File: config.mk
export PLATFORM = sky130hd
export DESIGN_NAME = lpmc_ctrl
export DESIGN_NICKNAME = d
export VERILOG_FILES = /design/src/lpmc_pkg.sv /design/src/lpmc_bus_if.sv /design/src/lpmc_avalon_slave.sv /design/src/lpmc_ctrl.sv
export SDC_FILE = /design/constraint.sdc
export NUM_CORES = 1
export LEC_CHECK = 0
export BUFFER_PORTS_ARGS = -buffer_cell sky130_fd_sc_hd__buf_4
export CAP_MARGIN = 20
export CORE_MARGIN = 1.5
export CORE_UTILIZATION = 35
export CTS_CLUSTER_SIZE = 25
export DETAILED_ROUTE_END_ITERATION = 10
export HOLD_SLACK_MARGIN = 0.12
export PLACE_DENSITY = 0.61
export SLEW_MARGIN = 20
export SYNTH_ARGS = -nofsm -noshare
export SYNTH_HDL_FRONTEND = slang
export SYNTH_HIERARCHICAL = 1
export SYNTH_SLANG_ARGS = --single-unit
File: constraint.sdc
create_clock -name ref_clk -period 2 [get_ports ref_clk]
set_input_delay 0.2 -clock ref_clk [delete_from_list [all_inputs] [get_ports ref_clk]]
set_output_delay 0.2 -clock ref_clk [all_outputs]
set_load 0.005 [all_outputs]
File: src/lpmc_pkg.sv
// package: register map, encodings and state types of the low power controller
package lpmc_pkg;

  // ***************************************************************
  // register offsets (byte addresses, one aligned word each)
  // ***************************************************************
  localparam logic [7:0] OFF_STANDBY_CTRL = 8'h00; // standby_control_reg
  localparam logic [7:0] OFF_POWER_MODE = 8'h04;   // operating power mode
  localparam logic [7:0] OFF_CLK_SEL = 8'h08;      // system clock source
  localparam logic [7:0] OFF_WAKE_EN = 8'h0C;      // interrupt_event_link_select
  localparam logic [7:0] OFF_SNOOZE_CFG = 8'h10;   // snooze request / wake masks
  localparam logic [7:0] OFF_STATUS = 8'h14;       // current state, read only
  localparam logic [7:0] OFF_WAKE_CAUSE = 8'h18;   // last wake cause, read only

  // ***************************************************************
  // field positions and widths
  // ***************************************************************
  localparam int STANDBY_BIT = 0;      // 1 selects software standby
  localparam int NUM_IRQ = 8;          // interrupt source lines
  localparam int SNZ_WAKE_POS = 8;     // snooze wake mask starts here
  localparam int STATUS_CLK_POS = 4;   // clock field in status word
  localparam int STATUS_PWR_POS = 8;   // power mode field in status word
  localparam int CAUSE_RST_POS = 8;    // reset cause bits in cause word

  // ***************************************************************
  // reset values
  // ***************************************************************
  localparam logic [31:0] RST_WORD = 32'h0000_0000;
  localparam logic [7:0] RST_WAKE_EN = 8'h00;
  localparam logic [7:0] RST_SNZ_MASK = 8'h00;

  // ***************************************************************
  // enumerations
  // ***************************************************************
  // low power state
  typedef enum logic [1:0] {
    ST_NORMAL,
    ST_SLEEP,
    ST_STANDBY,
    ST_SNOOZE
  } lpmc_state_t;

  // operating power control setting
  typedef enum logic [1:0] {
    PWR_HIGH,
    PWR_MIDDLE,
    PWR_LOW,
    PWR_SUBOSC
  } lpmc_pwr_t;

  // system clock source
  typedef enum logic [1:0] {
    CLK_FAST,
    CLK_MEDIUM,
    CLK_SLOW
  } lpmc_clk_t;

endpackage : lpmc_pkg

File: src/lpmc_bus_if.sv
// interface: decoded register access from bus slave to controller core
`timescale 1ns/1ps
`default_nettype none
interface lpmc_bus_if;
  logic wr;          // one-cycle write strobe
  logic [7:0] addr;  // byte address
  logic [31:0] wdata; // write data
  logic [31:0] rdata; // read data for addr, combinational
  modport slave (output wr, output addr, output wdata, input rdata);
  modport core (input wr, input addr, input wdata, output rdata);
endinterface : lpmc_bus_if
`default_nettype wire

File: src/lpmc_avalon_slave.sv
// module: avalon-mm slave front end, one wait state on every access
`timescale 1ns/1ps
`default_nettype none
module lpmc_avalon_slave (
  // clock and reset
  input wire logic ref_clk,
  input wire logic rst,
  // avalon-mm
  input wire logic [7:0] avs_address,
  input wire logic avs_read,
  input wire logic avs_write,
  input wire logic [31:0] avs_writedata,
  output logic [31:0] avs_readdata,
  output logic avs_waitrequest,
  // towards the core
  lpmc_bus_if.slave bus
);

  // ***************************************************************
  // state
  // ***************************************************************
  typedef struct packed {
    logic ack;          // answer phase of current access
    logic waitreq;      // registered waitrequest, high out of reset
    logic [31:0] rdata; // captured read data
  } lpmc_slv_t;

  lpmc_slv_t s_q;
  lpmc_slv_t s_d;

  // the request is held by the master, so address and data pass through
  assign bus.addr = avs_address;
  assign bus.wdata = avs_writedata;
  // write takes effect only in the ack cycle, exactly once
  assign bus.wr = avs_write & s_q.ack;
  // waitrequest low only in the ack cycle, so a request lasts two cycles;
  // kept in its own flop so the pin is not a gate behind a register
  assign avs_waitrequest = s_q.waitreq;
  assign avs_readdata = s_q.rdata;

  // next state: ack follows one cycle after request, then drops
  always_comb begin
    s_d = s_q;
    s_d.ack = (avs_read | avs_write) & ~s_q.ack;
    s_d.waitreq = ~s_d.ack;
    if ((avs_read | avs_write) & ~s_q.ack) begin
      s_d.rdata = avs_read ? bus.rdata : lpmc_pkg::RST_WORD;
    end
  end

  // registers
  always_ff @(posedge ref_clk) begin
    if (rst) begin
      s_q <= '0;
      s_q.waitreq <= 1'b1;
    end else begin
      s_q <= s_d;
    end
  end

endmodule : lpmc_avalon_slave
`default_nettype wire

File: src/lpmc_ctrl.sv
// module: low power mode controller top, states, power mode and clock select
// ***************************************************************
// ***************************************************************
// one state register tracks normal, sleep, standby and snooze;
// software reaches the settings through a small avalon-mm slave
// ***************************************************************
`timescale 1ns/1ps
`default_nettype none
module lpmc_ctrl (
  // clock and reset
  input wire logic ref_clk,
  input wire logic rst,
  // avalon-mm register port
  input wire logic [7:0] avs_address,
  input wire logic avs_read,
  input wire logic avs_write,
  input wire logic [31:0] avs_writedata,
  output logic [31:0] avs_readdata,
  output logic avs_waitrequest,
  // cpu core
  input wire logic cpu_wfi,
  output logic cpu_halt,
  output logic cpu_retain,
  // interrupt and reset sources
  input wire logic [7:0] irq_src,
  input wire logic snooze_req,
  input wire logic external_reset_pin,
  input wire logic por_event,
  input wire logic vmon_reset,
  // controls to the rest of the chip
  output logic periph_run,
  output logic snooze_periph_run,
  output logic osc_run,
  output logic io_hold,
  output logic sram_retain,
  output logic [1:0] power_mode,
  output logic [1:0] sys_clk_sel,
  output logic [1:0] lp_state,
  output logic reset_req
);

  // ***************************************************************
  // state
  // ***************************************************************
  typedef struct packed {
    lpmc_pkg::lpmc_state_t st;    // current low power state
    logic standby_sel;            // standby_control_reg select bit
    lpmc_pkg::lpmc_pwr_t pwr;     // operating power control setting
    lpmc_pkg::lpmc_clk_t clk;     // selected system clock source
    logic [7:0] wake_en;          // interrupt_event_link_select mask
    logic [7:0] snz_req_en;       // allows snooze request per source
    logic [7:0] snz_wake_en;      // interrupts that wake from snooze
    logic [10:0] cause;           // last wake cause: irq bits, resets
    // registered outputs
    logic cpu_halt;
    logic cpu_retain;
    logic periph_run;
    logic snooze_periph_run;
    logic osc_run;
    logic io_hold;
    logic sram_retain;
    logic reset_req;
  } lpmc_core_t;

  // one register holds the whole controller core; c_d is its next value,
  // built in full by the single next-state process below
  lpmc_core_t c_q;
  lpmc_core_t c_d;

  // decoded register access between the slave and this core
  lpmc_bus_if bus ();

  // any of the three reset sources, level
  logic any_reset;
  // interrupts linked for wake from sleep or standby
  logic [7:0] wake_hit;
  // interrupts linked for wake from snooze
  logic [7:0] snz_hit;

  // ***************************************************************
  // bus slave
  // ***************************************************************
  lpmc_avalon_slave u_slave (
    .ref_clk(ref_clk),
    .rst(rst),
    .avs_address(avs_address),
    .avs_read(avs_read),
    .avs_write(avs_write),
    .avs_writedata(avs_writedata),
    .avs_readdata(avs_readdata),
    .avs_waitrequest(avs_waitrequest),
    .bus(bus.slave)
  );

  // ***************************************************************
  // wake and reset qualification
  // ***************************************************************
  // reset sources are levels; one cycle is enough to force normal
  // state, so no edge detector sits in front of them
  // limitation: a source held high keeps reset_req high for as long as it is held
  assign any_reset = external_reset_pin | por_event | vmon_reset;
  // an unlinked interrupt cannot wake the part from sleep or standby
  assign wake_hit = irq_src & c_q.wake_en;
  assign snz_hit = irq_src & c_q.snz_wake_en;

  // ***************************************************************
  // read mux
  // ***************************************************************
  // unmapped addresses read as zero
  always_comb begin
    bus.rdata = lpmc_pkg::RST_WORD;
    unique case (bus.addr)
      lpmc_pkg::OFF_STANDBY_CTRL: begin
        bus.rdata[lpmc_pkg::STANDBY_BIT] = c_q.standby_sel;
      end
      lpmc_pkg::OFF_POWER_MODE: begin
        bus.rdata[1:0] = c_q.pwr;
      end
      lpmc_pkg::OFF_CLK_SEL: begin
        bus.rdata[1:0] = c_q.clk;
      end
      lpmc_pkg::OFF_WAKE_EN: begin
        bus.rdata[7:0] = c_q.wake_en;
      end
      lpmc_pkg::OFF_SNOOZE_CFG: begin
        bus.rdata[7:0] = c_q.snz_req_en;
        bus.rdata[lpmc_pkg::SNZ_WAKE_POS +: 8] = c_q.snz_wake_en;
      end
      // status is read only; writes to it are dropped
      lpmc_pkg::OFF_STATUS: begin
        bus.rdata[1:0] = c_q.st;
        bus.rdata[lpmc_pkg::STATUS_CLK_POS +: 2] = c_q.clk;
        bus.rdata[lpmc_pkg::STATUS_PWR_POS +: 2] = c_q.pwr;
      end
      // cause holds the last wake reason until the next wake or reset
      lpmc_pkg::OFF_WAKE_CAUSE: begin
        bus.rdata[10:0] = c_q.cause;
      end
      default: begin
        bus.rdata = lpmc_pkg::RST_WORD;
      end
    endcase
  end

  // ***************************************************************
  // next state
  // ***************************************************************
  always_comb begin
    c_d = c_q;
    // reset_req is a pulse: cleared unless a source is seen this cycle
    c_d.reset_req = 1'b0;

    // a write and a state change may land in one cycle; both take
    // effect, except that a reset source overrides mode and clock
    // register writes; the cpu is halted in low power states, so in
    // practice writes only arrive in normal state
    if (bus.wr) begin
      unique case (bus.addr)
        lpmc_pkg::OFF_STANDBY_CTRL: begin
          c_d.standby_sel = bus.wdata[lpmc_pkg::STANDBY_BIT];
        end
        lpmc_pkg::OFF_POWER_MODE: begin
          // power mode not changeable from standby
          if (c_q.st != lpmc_pkg::ST_STANDBY) begin
            c_d.pwr = lpmc_pkg::lpmc_pwr_t'(bus.wdata[1:0]);
          end
        end
        lpmc_pkg::OFF_CLK_SEL: begin
          // reserved code 3 is ignored, old source kept; no reset
          // is taken, settling is left to software
          if (bus.wdata[1:0] != 2'h3) begin
            c_d.clk = lpmc_pkg::lpmc_clk_t'(bus.wdata[1:0]);
          end
        end
        lpmc_pkg::OFF_WAKE_EN: begin
          c_d.wake_en = bus.wdata[7:0];
        end
        lpmc_pkg::OFF_SNOOZE_CFG: begin
          // request mask in the low byte, wake mask in the next byte
          c_d.snz_req_en = bus.wdata[7:0];
          c_d.snz_wake_en = bus.wdata[lpmc_pkg::SNZ_WAKE_POS +: 8];
        end
        default: begin
          // status, wake cause and unmapped words: write dropped
          c_d.reset_req = 1'b0;
        end
      endcase
    end

    // state transitions; reset sources win over everything
    if (any_reset) begin
      c_d.st = lpmc_pkg::ST_NORMAL;
      c_d.reset_req = 1'b1;
      // cause records which reset source ended the state
      c_d.cause = {vmon_reset, por_event, external_reset_pin, 8'h00};
      c_d.pwr = lpmc_pkg::PWR_HIGH;
      c_d.clk = lpmc_pkg::CLK_FAST;
    end else begin
      unique case (c_q.st)
        lpmc_pkg::ST_NORMAL: begin
          if (cpu_wfi) begin
            // target picked by standby_control_reg at the wfi
            c_d.st = c_q.standby_sel ? lpmc_pkg::ST_STANDBY
                                     : lpmc_pkg::ST_SLEEP;
          end
        end
        lpmc_pkg::ST_SLEEP: begin
          // peripherals keep running, so any linked interrupt ends sleep
          if (|wake_hit) begin
            c_d.st = lpmc_pkg::ST_NORMAL;
            c_d.cause = {3'h0, wake_hit};
          end
        end
        lpmc_pkg::ST_STANDBY: begin
          // wake has priority over a snooze request in the same cycle
          if (|wake_hit) begin
            c_d.st = lpmc_pkg::ST_NORMAL;
            c_d.cause = {3'h0, wake_hit};
          end else if (snooze_req && |(irq_src & c_q.snz_req_en)) begin
            c_d.st = lpmc_pkg::ST_SNOOZE;
          end
        end
        lpmc_pkg::ST_SNOOZE: begin
          // only the snooze wake mask counts here, not the link mask
          if (|snz_hit) begin
            c_d.st = lpmc_pkg::ST_NORMAL;
            c_d.cause = {3'h0, snz_hit};
          end
        end
      endcase
    end

    // outputs follow the next state so they line up with lp_state
    c_d.cpu_halt = (c_d.st != lpmc_pkg::ST_NORMAL);
    // cpu registers retained in every state; reset is the only loss
    c_d.cpu_retain = ~any_reset;
    c_d.periph_run = (c_d.st == lpmc_pkg::ST_NORMAL)
                   | (c_d.st == lpmc_pkg::ST_SLEEP);
    // in snooze only the reduced peripheral set runs
    c_d.snooze_periph_run = (c_d.st == lpmc_pkg::ST_SNOOZE);
    // oscillators stay up in snooze for the peripherals working there
    c_d.osc_run = (c_d.st != lpmc_pkg::ST_STANDBY);
    // io and sram are held in standby and in snooze alike
    c_d.io_hold = (c_d.st == lpmc_pkg::ST_STANDBY)
                | (c_d.st == lpmc_pkg::ST_SNOOZE);
    c_d.sram_retain = c_d.io_hold;
  end

  // ***************************************************************
  // registers
  // ***************************************************************
  // synchronous reset; every field is loaded with a constant
  always_ff @(posedge ref_clk) begin
    if (rst) begin
      // normal state, high power mode, fast oscillator; cpu running
      c_q <= '0;
      c_q.st <= lpmc_pkg::ST_NORMAL;
      c_q.pwr <= lpmc_pkg::PWR_HIGH;
      c_q.clk <= lpmc_pkg::CLK_FAST;
      c_q.wake_en <= lpmc_pkg::RST_WAKE_EN;
      c_q.snz_req_en <= lpmc_pkg::RST_SNZ_MASK;
      c_q.snz_wake_en <= lpmc_pkg::RST_SNZ_MASK;
      c_q.cpu_retain <= 1'b1;
      c_q.periph_run <= 1'b1;
      c_q.osc_run <= 1'b1;
    end else begin
      c_q <= c_d;
    end
  end

  // ***************************************************************
  // outputs, all straight from flip-flops
  // ***************************************************************
  // no logic between these fields and the pins
  assign cpu_halt = c_q.cpu_halt;
  assign cpu_retain = c_q.cpu_retain;
  assign periph_run = c_q.periph_run;
  assign snooze_periph_run = c_q.snooze_periph_run;
  assign osc_run = c_q.osc_run;
  assign io_hold = c_q.io_hold;
  assign sram_retain = c_q.sram_retain;
  assign power_mode = c_q.pwr;
  assign sys_clk_sel = c_q.clk;
  assign lp_state = c_q.st;
  assign reset_req = c_q.reset_req;

endmodule : lpmc_ctrl
`default_nettype wire

==> impl_metrics.tcl <==
set metrics [dict create \
    dp_hpwl_mm 8.08 \
    hold_viol 0 \
    multi_input_area_um2 2240 \
    die_x_um 117 \
    seqCellArea_um2 1660 \
    synth_area_um2 4540 \
    path_cells "inv_1 > ha_1 > or2_2 > a211o_1 > and4_1 > a21o_1" \
    drt_first_iter_violations 316 \
    worst_slack_ns 0.0917 \
    power_frac_comb_pct 9.2 \
    grt_pass1_wl_mm 17.6 \
    skew_ns 0.00657 \
    fillCellCount 1295 \
    finalSetupViolCount 0 \
    drc 0 \
    finalWeightedCongestion 0.852 \
    utilization_pct 43.7 \
    slowest_stage "dfxtp_1" \
    cts_root_buf "clkbuf_16" \
    layout.nets 622 \
    pre_cts_ws_ns -0.0579 \
    syn_to_final_growth_pct 21.5 \
    power_frac_seq_pct 43.7 \
    syn_inst 500 \
    htree_levels 3 \
    cts_buffers 9 \
    rr_startpoint "lp_state[0]" \
    worstSetupPathType "reg2reg" \
    critPathArrivalTime_ns 2.15 \
    grt_overflow 0 \
    grt_usage_pct 16.8 \
    holdWs_ns 0.133 \
    end_kind "flop" \
    core_um2 12600 \
    critPathRequiredTime_ns 2.24 \
    die_area_um2 13700 \
    max_freq_mhz 524 \
    rows 41 \
    grt_max_degree 47 \
    fin_crit_ns 1.91 \
    num_io_pins 104 \
    wl_mm 11.0 \
    clockPowerShare_pct 47.1 \
    grt_pass1_vias 3475 \
    crit_path_max_fanout 7 \
    p_int_mw 3.02 \
    syn_area_per_cell_um2 9.09 \
    crit_end "cpu_halt" \
    hold_class "in2reg" \
    rsz0062_at_grt "no" \
    dieHeight_um 117 \
    drive_gt1_share_pct 31.9 \
    min_period_over_period_pct 95.4 \
    cts_setup_buffers 0 \
    outcome "complete, no violations" \
    rrSetupSlack_ns 0.09 \
    critPathLaunch "lp_state[0]" \
    reg2regPathDepth 6 \
    vdd_drop_max_mv 0.410 \
    port_buffers 87 \
    slowest_delay_ns 0.48 \
    p_sw_uw 865 \
    swShare_pct 22.3 \
    start_kind "flop" \
    vias 3693 \
    ant_nets 0 \
    wire_per_inst_um 15.0 \
    clock_latency_ns 0.34 \
    r2r-end "cpu_halt" \
    via_per_inst 5.01 \
    power_leakage_nw 2.14 \
    final_cells 737 \
    antenna_found_initial 0 \
    diodes 0 \
    clkSinkCount 83 \
    slew_violations 0 \
    clock_path_buffers 2 \
    ys_warn_count 6 \
    place_inst 705 \
    powerDensity_nw_per_um2 704 \
    firstDrtPassIters 6 \
    cap_violations 0 \
    path_clk_slew_ns 0.06 \
    tritoncts "yes" \
    start_util_pct 36.0 \
]
per-stage QoR:
step / total power [mW] / cell area (um2) / TNS [ns]
after floorplan: 1.98 / 4600 / 0
after global routing: 4.04 / 5520 / 0
after detailed placement: 2.07 / 5020 / -0.212
after global placement: 2.06 / 5020 / 0
after CTS: 3.93 / 5520 / 0
final: 3.89 / 5520 / 0
how the worst min path moves through the flow:
stage	start	endpoint	slack, ns	depth (start not counted)
2_1_floorplan	external_reset_pin	c_q[16]	0.33	1
3_3_place_gp	rst	c_q[47]	0.44	2
3_5_place_dp	rst	c_q[47]	0.44	2
4_1_cts	avs_writedata[1]	c_q[28]	0.14	3
5_1_grt	avs_writedata[1]	c_q[28]	0.14	3
6_report	avs_writedata[9]	c_q[20]	0.13	3
worst max-delay path, delay by kind of cell (launching register included):
| kind | cells | cell delay, ns |
|---|---|---|
| AND/OR/NAND/NOR | 2 | 0.51 |
| flip-flops | 1 | 0.48 |
| AO/OA/AOI/OAI | 2 | 0.46 |
| adder cells (fa/ha/maj) | 1 | 0.24 |
| buffers and inverters | 1 | 0.12 |
cell type report:
| type | count | share of cell area, % |
|---|---|---|
| multi-input combinational | 324 | 40.6 |
| sequential | 83 | 30.1 |
| timing repair buffer | 129 | 18.5 |
| clock buffer | 11 | 4.58 |
| tap | 172 | 3.90 |
| clock inverter | 4 | 1.34 |
| inverter | 14 | 0.952 |
power by group through the flow:
stage	Clock [mW]	Sequential, mW	Combinational, mW
6_report	1.83	1.70	0.357
5_1_grt	1.95	1.70	0.389
4_1_cts	1.87	1.70	0.360
3_5_place_dp	0	1.74	0.334
3_3_place_gp	0	1.73	0.328
2_1_floorplan	0	1.73	0.244
per-layer routing:
layer | GRT usage [%] | routed length, um
met5 | 0 | 0
met4 | 5.78 | 153
met3 | 4.12 | 674
met2 | 26.5 | 5120
met1 | 22.5 | 5090
flip-flops by register name (all words and copies together) (netlist names), 2 cells and up:
name / cells
sys_clk_sel: 2
u_slave/avs_readdata: 32
lp_state: 2
power_mode: 2
c_q: 36
what timing repair did:
item	CTS	global route
endpoints found under the hold margin	22	0
hold buffers	17	0
gates resized for setup	0	0
placed cells by master (no fill, tap or decap), types with 3 or more instances in the layout:
cell	n
a21oi_1	27
a21oi_2	7
a222oi_1	8
a22o_1	4
a22oi_1	19
and2_1	8
and4_1	3
buf_4	111
clkbuf_16	9
conb_1	16
dfxtp_1	83
dlygate4sd3_1	17
ha_1	4
inv_1	14
mux2_2	8
nand2_1	51
nand2b_1	43
nand3_1	20
nand4bb_1	32
nor2_1	7
nor3_1	3
nor4_1	5
o21ai_0	4
o21ai_2	30
or2_2	3
(Power assumes the default switching activity.)
